==> src/rtl/agu_consts.vh <==
`ifndef AGU_CONSTS_VH
`define AGU_CONSTS_VH

// Register byte offsets
`define OFS_CTRL        16'h0046
`define OFS_XSTART      16'h0048
`define OFS_XEND        16'h004a
`define OFS_YSTART      16'h004c
`define OFS_YEND        16'h004e
`define OFS_STATUS      16'h0054

// Control register fields
`define XSEL_LSB        0
`define YSEL_LSB        4
`define RSEL_LSB        8
`define XCEN_BIT        15
`define YCEN_BIT        14
`define SEL_NONE        4'hf
`define CTRL_RESET      16'h0000
`define CTRL_MASK       16'hcfff
`define START_MASK      16'hfffe
`define END_MASK        16'hffff
`define ADDR_RESET      16'h0000

// Addressing modes
`define MODE_FILE       3'h0
`define MODE_REG        3'h1
`define MODE_IND        3'h2
`define MODE_POST       3'h3
`define MODE_PRE        3'h4
`define MODE_ROFS       3'h5
`define MODE_LOFS       3'h6
`define MODE_LIT        3'h7

// Operand-2 sources for three-operand forms
`define SRC2_REG        2'h0
`define SRC2_MEM        2'h1
`define SRC2_LIT        2'h2

`define NEAR_MASK       16'h1fff
`define DEFAULT_DEFAULT_WORKING_REGISTER    4'h0
`define WORD_MASK       16'hfffe

`endif

==> src/rtl/address_generator_unit.v <==
// Summary of operation
// - Separate X and Y generators compute addresses independently.
// - Y generator only makes word read addresses for dual-operand MAC class.
// - Linear and circular addressing apply to data and program space.
// - Bit-reversed addressing never applies to program-space addresses.
// - File-register direct takes a 13-bit field into the near region.
// - File-register direct uses the instruction's explicit address.
// - File-register forms use working register zero as implicit operand.
// - Result goes to the file register or default register; multiply writes pair.
// - Move instruction file address reaches the whole data space.
// - Register direct accesses the working register with no memory access.
// - Register indirect uses pointer value unchanged as address.
// - Post-modify uses pointer as address, then adjusts and writes back.
// - Pre-modify adds signed constant, uses and writes back the result.
// - Register offset address is pointer plus base working register.
// - Literal offset address is pointer plus instruction literal.
// - Three-operand first operand is always a base register, direct.
// - Second operand is a register, memory, or 5-bit literal.
// - Result goes to a working register or an effective address.
// - MCU forms allow direct, indirect, post, pre, 5/10-bit literals.
// - Pointer-select all ones disables circular addressing on that side.
// - X circular needs select not all ones and enable bit set.
`include "agu_consts.vh"

module address_generator_unit #(
  parameter AW = 16
) (
  input  wire          pclk,
  input  wire          presetn,
  input  wire          clk_en,
  input  wire          psel,
  input  wire          penable,
  input  wire          pwrite,
  input  wire [15:0]   paddr,
  input  wire [31:0]   pwdata,
  output wire [31:0]   prdata,
  output wire          pready,
  output wire          pslverr,
  input  wire          x_req,
  input  wire [2:0]    x_mode,
  input  wire [3:0]    x_ptr_sel,
  input  wire [AW-1:0] x_ptr_val,
  input  wire [AW-1:0] x_base_val,
  input  wire [AW-1:0] x_offset,
  input  wire [12:0]   x_file_addr,
  input  wire [AW-1:0] x_move_addr,
  input  wire          x_is_move,
  input  wire          x_is_write,
  input  wire          x_prog_space,
  input  wire [9:0]    x_literal,
  input  wire          x_lit_long,
  input  wire [1:0]    x_src2,
  input  wire          x_is_mul,
  input  wire          y_req,
  input  wire          y_is_mac,
  input  wire [2:0]    y_mode,
  input  wire [3:0]    y_ptr_sel,
  input  wire [AW-1:0] y_ptr_val,
  input  wire [AW-1:0] y_base_val,
  input  wire [AW-1:0] y_offset,
  output reg  [AW-1:0] x_ea_q,
  output reg           x_mem_q,
  output reg           x_valid_q,
  output reg           x_circ_q,
  output reg           x_rev_ok_q,
  output reg  [3:0]    x_opnd_reg_q,
  output reg  [AW-1:0] x_literal_q,
  output reg           x_pair_q,
  output reg           x_wb_q,
  output reg  [3:0]    x_wb_reg_q,
  output reg  [AW-1:0] x_wb_val_q,
  output reg  [AW-1:0] y_ea_q,
  output reg           y_valid_q,
  output reg           y_circ_q,
  output reg           y_wb_q,
  output reg  [3:0]    y_wb_reg_q,
  output reg  [AW-1:0] y_wb_val_q
);

  reg  [15:0] ctrl_q;
  reg  [15:0] xstart_q;
  reg  [15:0] xend_q;
  reg  [15:0] ystart_q;
  reg  [15:0] yend_q;
  reg  [15:0] xcnt_q;
  reg  [15:0] ycnt_q;
  reg  [31:0] rdata;
  reg         hit;

  wire        acc = psel & penable & clk_en;
  wire        wr  = acc & pwrite;
  wire [3:0]  xsel = ctrl_q[`XSEL_LSB+3:`XSEL_LSB];
  wire [3:0]  ysel = ctrl_q[`YSEL_LSB+3:`YSEL_LSB];
  wire        x_circ_on = (xsel != `SEL_NONE) & ctrl_q[`XCEN_BIT];
  wire        y_circ_on = (ysel != `SEL_NONE) & ctrl_q[`YCEN_BIT];

  assign pready  = 1'b1;
  assign pslverr = 1'b0;
  assign prdata  = rdata;

  always @* begin
    hit   = 1'b1;
    rdata = 32'h0000_0000;
    case (paddr)
      `OFS_CTRL:   rdata = {16'h0000, ctrl_q};
      `OFS_XSTART: rdata = {16'h0000, xstart_q};
      `OFS_XEND:   rdata = {16'h0000, xend_q};
      `OFS_YSTART: rdata = {16'h0000, ystart_q};
      `OFS_YEND:   rdata = {16'h0000, yend_q};
      `OFS_STATUS: rdata = {ycnt_q, xcnt_q};
      default:     hit = 1'b0;
    endcase
  end

  always @(posedge pclk or negedge presetn) begin
    if (!presetn) begin
      ctrl_q   <= `CTRL_RESET;
      xstart_q <= `ADDR_RESET;
      xend_q   <= `ADDR_RESET;
      ystart_q <= `ADDR_RESET;
      yend_q   <= `ADDR_RESET;
    end else if (wr && hit) begin
      case (paddr)
        `OFS_CTRL:   ctrl_q   <= pwdata[15:0] & `CTRL_MASK;
        `OFS_XSTART: xstart_q <= pwdata[15:0];
        `OFS_XEND:   xend_q   <= pwdata[15:0];
        `OFS_YSTART: ystart_q <= pwdata[15:0] & `START_MASK;
        `OFS_YEND:   yend_q   <= pwdata[15:0];
        default:     ctrl_q   <= ctrl_q;
      endcase
    end
  end

  // X generator, combinational
  reg  [AW-1:0] xa;
  reg  [AW-1:0] xw;
  reg           xmem;
  reg           xwb;
  reg           xcirc;
  reg  [3:0]    xopnd;
  reg  [AW-1:0] xlit;
  wire          xsel_hit = x_circ_on & (x_ptr_sel == xsel);
  wire [AW-1:0] xpost = x_ptr_val + x_offset;
  wire [AW-1:0] xidx  = x_ptr_val + x_base_val;
  wire [AW-1:0] xpost_c;
  wire [AW-1:0] xidx_c;

  // Modified and offset sums share one correction each
  circ_wrap #(.AW(AW)) xpost_wrap (
    .addr  (xpost),
    .start (xstart_q),
    .stop  (xend_q),
    .on    (xsel_hit),
    .fixed (xpost_c)
  );

  circ_wrap #(.AW(AW)) xidx_wrap (
    .addr  (xidx),
    .start (xstart_q),
    .stop  (xend_q),
    .on    (xsel_hit),
    .fixed (xidx_c)
  );

  always @* begin
    xa    = x_ptr_val;
    xw    = x_ptr_val;
    xmem  = 1'b1;
    xwb   = 1'b0;
    xcirc = 1'b0;
    xopnd = x_ptr_sel;
    xlit  = {AW{1'b0}};
    case (x_mode)
      `MODE_FILE: begin
        xopnd = `DEFAULT_DEFAULT_WORKING_REGISTER;
        if (x_is_move)
          xa = x_move_addr;
        else
          xa = {{(AW-13){1'b0}}, x_file_addr} & `NEAR_MASK;
      end
      `MODE_REG: begin
        xmem = 1'b0;
      end
      `MODE_IND: begin
        // Plain indirect never corrects the pointer
        xa    = x_ptr_val;
        xcirc = xsel_hit;
      end
      `MODE_POST: begin
        xa    = x_ptr_val;
        xw    = xpost_c;
        xwb   = 1'b1;
        xcirc = xsel_hit;
      end
      `MODE_PRE: begin
        xa    = xpost_c;
        xw    = xa;
        xwb   = 1'b1;
        xcirc = xsel_hit;
      end
      `MODE_ROFS: begin
        xa    = xidx_c;
        xcirc = xsel_hit;
      end
      `MODE_LOFS: begin
        xa    = xpost_c;
        xcirc = xsel_hit;
      end
      `MODE_LIT: begin
        xmem = 1'b0;
        if (x_lit_long)
          xlit = {{(AW-10){1'b0}}, x_literal};
        else
          xlit = {{(AW-5){1'b0}}, x_literal[4:0]};
      end
      default: xmem = 1'b0;
    endcase
    // A register or memory operand 2 follows the mode; only a literal overrides it
    if (x_src2 == `SRC2_LIT) begin
      xmem = 1'b0;
      xlit = {{(AW-5){1'b0}}, x_literal[4:0]};
    end
  end

  // Y generator: MAC-class word reads only
  reg  [AW-1:0] ya;
  reg  [AW-1:0] yw;
  reg           ywb;
  reg           yok;
  wire          ysel_hit = y_circ_on & (y_ptr_sel == ysel);
  wire [AW-1:0] ypost = y_ptr_val + y_offset;
  wire [AW-1:0] yidx  = y_ptr_val + y_base_val;
  wire [AW-1:0] ypost_c;
  wire [AW-1:0] yidx_c;

  circ_wrap #(.AW(AW)) ypost_wrap (
    .addr  (ypost),
    .start (ystart_q),
    .stop  (yend_q),
    .on    (ysel_hit),
    .fixed (ypost_c)
  );

  circ_wrap #(.AW(AW)) yidx_wrap (
    .addr  (yidx),
    .start (ystart_q),
    .stop  (yend_q),
    .on    (ysel_hit),
    .fixed (yidx_c)
  );

  always @* begin
    ya  = y_ptr_val;
    yw  = y_ptr_val;
    ywb = 1'b0;
    yok = y_req & y_is_mac;
    case (y_mode)
      `MODE_IND:  ya = y_ptr_val;
      `MODE_POST: begin
        yw  = ypost_c;
        ywb = 1'b1;
      end
      `MODE_ROFS: ya = yidx_c;
      default:    yok = 1'b0;
    endcase
    ya = ya & `WORD_MASK;
  end

  always @(posedge pclk or negedge presetn) begin
    if (!presetn) begin
      x_ea_q       <= {AW{1'b0}};
      x_mem_q      <= 1'b0;
      x_valid_q    <= 1'b0;
      x_circ_q     <= 1'b0;
      x_rev_ok_q   <= 1'b0;
      x_opnd_reg_q <= 4'h0;
      x_literal_q  <= {AW{1'b0}};
      x_pair_q     <= 1'b0;
      x_wb_q       <= 1'b0;
      x_wb_reg_q   <= 4'h0;
      x_wb_val_q   <= {AW{1'b0}};
      xcnt_q       <= 16'h0000;
    end else if (clk_en) begin
      x_valid_q    <= x_req;
      x_ea_q       <= xa;
      x_mem_q      <= x_req & xmem;
      x_circ_q     <= x_req & xcirc;
      x_rev_ok_q   <= x_req & ~x_prog_space & x_is_write;
      x_opnd_reg_q <= xopnd;
      x_literal_q  <= xlit;
      x_pair_q     <= x_req & x_is_mul & (x_mode == `MODE_FILE);
      x_wb_q       <= x_req & xwb;
      x_wb_reg_q   <= x_ptr_sel;
      x_wb_val_q   <= xw;
      if (x_req)
        xcnt_q <= xcnt_q + 16'h0001;
    end
  end

  // Y keeps its own output stage so neither generator waits on the other
  always @(posedge pclk or negedge presetn) begin
    if (!presetn) begin
      y_ea_q       <= {AW{1'b0}};
      y_valid_q    <= 1'b0;
      y_circ_q     <= 1'b0;
      y_wb_q       <= 1'b0;
      y_wb_reg_q   <= 4'h0;
      y_wb_val_q   <= {AW{1'b0}};
      ycnt_q       <= 16'h0000;
    end else if (clk_en) begin
      y_valid_q    <= yok;
      y_ea_q       <= ya;
      y_circ_q     <= yok & ysel_hit;
      y_wb_q       <= yok & ywb;
      y_wb_reg_q   <= y_ptr_sel;
      y_wb_val_q   <= yw;
      if (yok)
        ycnt_q <= ycnt_q + 16'h0001;
    end
  end

endmodule

// Circular correction of one address against one start and end window
module circ_wrap #(
  parameter AW = 16
) (
  input  wire [AW-1:0] addr,
  input  wire [15:0]   start,
  input  wire [15:0]   stop,
  input  wire          on,
  output reg  [AW-1:0] fixed
);

  wire [AW-1:0] lo  = start[AW-1:0];
  wire [AW-1:0] hi  = stop[AW-1:0];
  wire [AW-1:0] one = {{(AW-1){1'b0}}, 1'b1};

  // Bounds compare as above or below, so a large step still folds back
  always @* begin
    fixed = addr;
    if (on && (addr > hi))
      fixed = lo + (addr - hi) - one;
    else if (on && (addr < lo))
      fixed = hi - (lo - addr) + one;
  end

endmodule

==> config.mk <==
export PLATFORM = sky130hd
export DESIGN_NAME = address_generator_unit
export DESIGN_NICKNAME = d
export VERILOG_FILES = /design/src/rtl/address_generator_unit.v
export VERILOG_INCLUDE_DIRS = /design/src /design/src/rtl
export SDC_FILE = /design/constraint.sdc
export NUM_CORES = 1
export LEC_CHECK = 0
export ABC_CLOCK_PERIOD_IN_PS = 3900
export BUFFER_PORTS_ARGS = -buffer_cell sky130_fd_sc_hd__buf_2
export CAP_MARGIN = 10
export CORE_MARGIN = 8
export CORE_UTILIZATION = 30
export CTS_BUF_LIST = sky130_fd_sc_hd__clkbuf_8 sky130_fd_sc_hd__clkbuf_16
export CTS_CLUSTER_DIAMETER = 120
export DETAILED_ROUTE_END_ITERATION = 10
export GPL_TIMING_DRIVEN = 0
export PLACE_DENSITY_LB_ADDON = 0.1
export SYNTH_ARGS = -nofsm -noshare
export SYNTH_HDL_FRONTEND = slang
export SYNTH_SLANG_ARGS = --single-unit
==> constraint.sdc <==
create_clock -name pclk -period 3.9 [get_ports pclk]
set_input_delay 0.78 -clock pclk [delete_from_list [all_inputs] [get_ports pclk]]
set_output_delay 0.78 -clock pclk [all_outputs]
set_load 0.02 [all_outputs]
Yosys cells after proc, flatten, opt, wreduce, memory -nomap -nowiden:

Index checks and enable logic that the tools add are counted.

* register bits: 209
* bits in latches: 0
* memory bits (writable): 0
* bits in read-only memories: 0
* output and inout bits: 135
* memories kept: 0

* $add $sub $neg: 30
* $mul: 0
* divide/modulo/power cells: 0
* $lt $le $gt $ge: 8
* eq/ne operators: 21
* shift-type cells: 0
* multiplexer cells: 25
* bitwise logic cells: 18
* reductions and logical operators: 23

Operator list (number)
* two-way mux 16 bit: 13
* one-hot mux 32 bit (6 select lines): 1
* subtractor 16 bit: 12
* adder 16 bit: 8
* adder 16 x 1 -> 16 bit (second input constant): 6
* == test 16 x 7 -> 1 bit (second input constant): 6
* greater-than comparator 16 bit: 4
* < comparator 16 bit: 4
* subtractor 16 x 1 -> 16 bit (second input constant): 4
* one-hot mux 16 bit (3 select lines): 1
* two-way mux 10 bit: 2
* AND 1 bit: 17
* == test 3 bit (second input constant): 5
* AND reduction 2 bit: 7
* == test 3 x 2 -> 1 bit (second input constant): 4
* logical AND 1 bit: 9
* == test 4 bit: 2
* != test 4 bit (second input constant): 2
* two-way mux 1 bit: 7
* OR reduction 2 bit: 3
* OR reduction 6 bit: 1
* OR reduction 5 bit: 1
* two-way mux 4 bit: 1
* == test 3 x 1 -> 1 bit (second input constant): 1
* 4 further kinds: 4

Logic depth before layout (Yosys ltp):

* depth in word-level cells: 7
* mapped depth: 24
* mapped depth without buffers: 24

Hierarchy:

From an unflattened synthesis, not the netlist that was laid out.

* cell total of the unflattened synthesis: 2967
* area, all modules: 25585.8 µm²

Modules (own cells, without submodules)
* address_generator_unit: instances 1, cells each 1226, area each 12323.1 µm²
* circ_wrap at xpost_wrap ...: instances 2, cells each 440, area each 3369.5 µm²
* circ_wrap at xidx_wrap: instances 1, cells each 454, area each 3352.0 µm²
* circ_wrap at ypost_wrap: instances 1, cells each 407, area each 3171.8 µm²

Worst setup path after synthesis:

No wires, ideal clock.

* path kind: in2reg
* from: input port y_ptr_val[0]
* to: register y_ea_q[15]
* arrival: 5.513 ns
* required time: 3.831 ns
* setup slack: -1.682 ns
* stages on the path: 24
* path buffers: 0
* cells stage by stage: ha_1 > inv_1 > fa_1 > nor2b_1 > o21ai_0 > a21boi_0 > o21ai_0 > o21ai_0 > a21oi_1 > xnor2_1 > inv_1 > fa_1 > inv_1 > ha_1 > a21o_1 > a21o_1 > a21oi_1 > o21ai_0 > and3_1 > a2111oi_0 > xnor2_1 > a21oi_1 > a2111o_1 > nand3_1

* word-level cells in the longest chain between the ends: 7
* elaborated cells between the ends (all ways): 14
* classes of those cells: add/sub: 7; order compare: 2; mux: 3; reduce/logical: 2

RTL lines
* start: declaration: line address_generator_unit.v:58 `input wire [AW-1:0] y_ptr_val,`
* adder 16 bit *: line address_generator_unit.v:232 `wire [AW-1:0] yidx = y_ptr_val + y_base_val;`
* subtractor 16 bit (2 in series): line address_generator_unit.v:345 `fixed = hi - (lo - addr) + one;`
* adder 16 x 1 -> 16 bit: line address_generator_unit.v:345
* two-way mux 16 bit: line address_generator_unit.v:344 `else if (on && (addr < lo))`
* two-way mux 16 bit *: line address_generator_unit.v:342 `if (on && (addr > hi))`
* two-way mux 16 bit *: line address_generator_unit.v:257 `case (y_mode)`
* end signal: assignment: line address_generator_unit.v:303 `y_ea_q <= {AW{1'b0}};`
* end signal: assignment: line address_generator_unit.v:312 `y_ea_q <= ya;`
* end: declaration: line address_generator_unit.v:72 `output reg [AW-1:0] y_ea_q,`

Mark *: on every way between the ends. The rest lies on a longest branch, timed or not.
A chain may end at the register's enable or synchronous reset.

Worst setup path in the final report:

* from: input port x_ptr_val[0]
* to: register x_ea_q[9]

* word-level cells in the longest chain between the ends: 7
* elaborated cells between the ends (all ways): 27
* classes of those cells: add/sub: 14; order compare: 4; mux: 5; reduce/logical: 4

RTL lines
* start: declaration: line address_generator_unit.v:42 `input wire [AW-1:0] x_ptr_val,`
* adder 16 bit, on equally long branches: line address_generator_unit.v:143, address_generator_unit.v:144
* subtractor 16 bit (2 in series): line address_generator_unit.v:345
* adder 16 x 1 -> 16 bit: line address_generator_unit.v:345
* two-way mux 16 bit: line address_generator_unit.v:344
* two-way mux 16 bit: line address_generator_unit.v:342
* one-hot mux 16 bit (3 select lines) *: line address_generator_unit.v:173 `case (x_mode)`
* end signal: assignment: line address_generator_unit.v:271 `x_ea_q <= {AW{1'b0}};`
* end: declaration: line address_generator_unit.v:61 `output reg [AW-1:0] x_ea_q,`

Marks and branches as above.

==> run_results.csv <==
group,metric,value,unit
outcome,outcome,"complete, but fails checks",
outcome,violations,"negative setup slack",
route,drt_pre_antenna_iters,5,
sta,timing.final.crit_period,5.13,ns
floorplanning,core,0.0791,mm^2
finish,mostFrequentLayoutCell,"buf_2",
grt,grt_max_degree,92,
grt,grt_pass1_wl,160,mm
finish,nNetsFinal,3893,
place,dp_slack,-2.94,ns
floorplanning,num_rows,103,
floorplanning,initial_core_util,0.303,
synthesis,synth.avg_cell_area,8.89,um^2
finish,syn2layout_area_growth,38.4,%
critical_path,startpoint_type,"input port",
pwr,netSwitchingPower,5.86,mW
place,port-buffer-count,319,
grt,grt-ovfl-total,0,
sta,fin_skew,0.0140,ns
finish,seq_area,0.00508,mm^2
sta,setup_viol,63,
synthesis,postSynthCellCount,2700,
synthesis,netlist_area,0.0240,mm^2
synthesis,ys_top_cells_by_area,"dfrtp_1 21%, ha_1 16%, fa_1 10%",
synthesis,synth-edff-count,0,
pwr,switching_share,0.447,
synthesis,yosysTopAreaCell,"dfrtp_1",
route,drc,0,
grt,grt_use_total,0.237,
route,drt_wl_total,111,mm
clocking,clk_latency,0.60,ns
pwr,power_density,394,mW/mm^2
sta,final-hold-violation-count,0,
flow_run,cap_violations,0,
clocking,path_clk_slew,0.06,ns
route,drt-wirelength-per-cell,25.6,um
clocking,root_buffer,"clkbuf_16",
synthesis,yosys_register_bits,203,
critical_path,regToRegSetupSlack,-0.42,ns
floorplanning,die_h,299,um
critical_path,arrival,5.58,ns
critical_path,path_max_fanout,6,
clocking,cts_sinks,203,
critical_path,endpoint_kind,"flip-flop",
grt,antenna_found_initial,7,
finish,layout-drive-gt1-share,0.337,
sta,timing.final.crit_share,1.31,
pwr,p_leak,15.0,nW
sta,slew_headroom,0.174,
pwr,clkPwrFrac,0.191,
clocking,htreeDepth,1,
synthesis,async_flop_share,1.00,
synthesis,ys.warnings.count,0,
route,antenna_left,0,
finish,final_area,0.0332,mm^2
critical_path,required,4.35,ns
pwr,ir_drop,385,uV
sta,worstMarginPinSlew,1.23,ns
sta,rsz0062_at_grt,"true",
sta,maxSlewViolCount,0,
floorplanning,dieArea,0.0893,mm^2
synthesis,synth-seq-area-share,0.212,
pwr,seq_power_share,0.183,
route,drtIter0Drc,1224,
floorplanning,io-pin-count,348,
synthesis,synth_top_area_share,0.212,
clocking,cts_max_path_buffers,3,
sta,fmax,195,MHz
pwr,p_comb_frac,0.626,
place,place.gp.congestion,0.928,
grt,grt_pass1_vias,24600,
finish,fill_cells,7857,
finish,final_util,0.420,
place,place_hpwl,90.6,mm
synthesis,synthDistinctLibCells,85,
synthesis,ys.flop_type,"dfrtp_1",
sta,holdWs,0.0532,ns
sta,worst_slack,-1.23,ns
route,via_per_inst,5.33,
route,vias,23100,
pwr,p_int,7.24,mW
clocking,tritoncts,"built",
critical_path,path_class,"in2reg",
worst_hold_path,hp-class,"in2async",
finish,multiInputGateArea,0.0210,mm^2
place,dpl_cell_area,0.0277,mm^2
clocking,cts_made_buffers,28,
floorplanning,fp.dieW,299,um
finish,final_cell_mix,"308 x buf_2, 253 x ha_1, 211 x nand2_1",
==> layout make-up <==
cell class / instances / area share
Inverter: 197 / 0.0234
Sequential cell: 203 / 0.153
Clock buffer: 33 / 0.0232
Antenna cell: 5 / 0.000377
Buffer: 78 / 0.0168
Multi-Input combinational cell: 2225 / 0.632
Tap cell: 1050 / 0.0396
Timing Repair Buffer: 518 / 0.108
Clock inverter: 17 / 0.00365
==> repair_timing <==
action | CTS | global route
hold buffers | 0 | 0
cloned | 3 | 0
setup buffers | 142 | 66
resized for setup | 396 | 211
pin swaps | 197 | 228
endpoints found under the setup margin | 93 | 77
==> stage by stage <==
step                instances  total power, mW  setup TNS (ns)
floorplan                2707             7.10          -39.94
global placement         4076             8.98         -513.28
detailed placement       4080             9.04         -142.74
CTS                      4271             12.6          -45.17
global route             4322             14.0          -54.75
finish                   4326             13.1          -46.01
==> flip-flops by register name (all words and copies together) (netlist names), 4 cells and up <==
signal and flops:
ctrl_q 14, x_ea_q 16, x_literal_q 10, x_opnd_reg_q 4, x_wb_reg_q 4, x_wb_val_q 16
xcnt_q 16, xend_q 16, xstart_q 16, y_ea_q 15, y_wb_reg_q 4, y_wb_val_q 16
ycnt_q 16, yend_q 16, ystart_q 15
==> synthesized netlist by cell type, drive strengths merged, types with 62 or more instances <==
cell type  count
xor2          70
ha           309
nand2        232
clkbuf        62
mux2          74
dfrtp        203
xnor2        125
a21oi        186
inv          196
o21ai        181
nor2         170
a21o          68
fa           120
==> worst max-delay path, stage by stage <==
cell and delay [ns]:
buf_12 0.10, buf_4 0.12, buf_6 0.11, ha_4 0.15, inv_2 0.05, fa_2 0.21, nor2b_2 0.05, o31a_1 0.32
o211ai_1 0.31, a21oi_2 0.15, buf_4 0.16, nor3_4 0.19, xnor2_4 0.14, buf_6 0.15, ha_4 0.27, nand3_4 0.08
or4_1 0.47, a21o_1 0.22, a31oi_4 0.24, nor2_4 0.08, buf_6 0.14, buf_12 0.13, mux2i_1 0.12, o211ai_1 0.66
a21oi_1 0.16
==> power groups by stage <==
| stage | registers [mW] | logic (mW) | clock network [mW] |
|---|---|---|---|
| floorplan | 2.52 | 4.58 | 0 |
| global placement | 2.42 | 6.56 | 0 |
| detailed placement | 2.43 | 6.62 | 0 |
| global route | 2.41 | 8.89 | 2.67 |
| CTS | 2.39 | 7.62 | 2.60 |
| finish | 2.39 | 8.20 | 2.51 |
==> worst paths after layout <==
| path | startpoint | endpoint | cells past startpoint |
|---|---|---|---|
| worst max-delay path | x_ptr_val[0] | x_ea_q[9]$_DFFE_PN0P_ | 25 |
| worst min-delay path | presetn | x_wb_val_q[1]$_DFFE_PN0P_ | 1 |
| min in group pclk | x_literal[4] | x_literal_q[4]$_DFFE_PN0P_ | 2 |
| max in group asynchronous | presetn | ycnt_q[3]$_DFFE_PN0P_ | 2 |
| worst max register to register | xend_q[0]$_DFFE_PN0P_ | x_ea_q[15]$_DFFE_PN0P_ | 13 |
| worst min register to register | ycnt_q[15]$_DFFE_PN0P_ | ycnt_q[15]$_DFFE_PN0P_ | 1 |
==> kinds of logic after synthesis <==
logic type | count (synthesis) | synth area share
buffers and inverters | 280 | 0.0462
and+or+nand+nor | 706 | 0.140
DFF | 203 | 0.212
xor gates and xnor gates | 195 | 0.0712
adders and majority gates | 430 | 0.262
muxes | 127 | 0.0650
AOI/OAI and AO/OA | 757 | 0.204
other | 2 | 0.000313
==> per-layer routing <==
layer / global-route usage / share of wire / vias to the layer above
met5: 0 / 0.000063 / -
met3: 0.0289 / 0.038 / 190
met4: 0.0902 / 0.048 / 2
met1: 0.271 / 0.39 / 11500
met2: 0.448 / 0.52 / 582
li1: - / - / 10800
(Power assumes the default switching activity.)
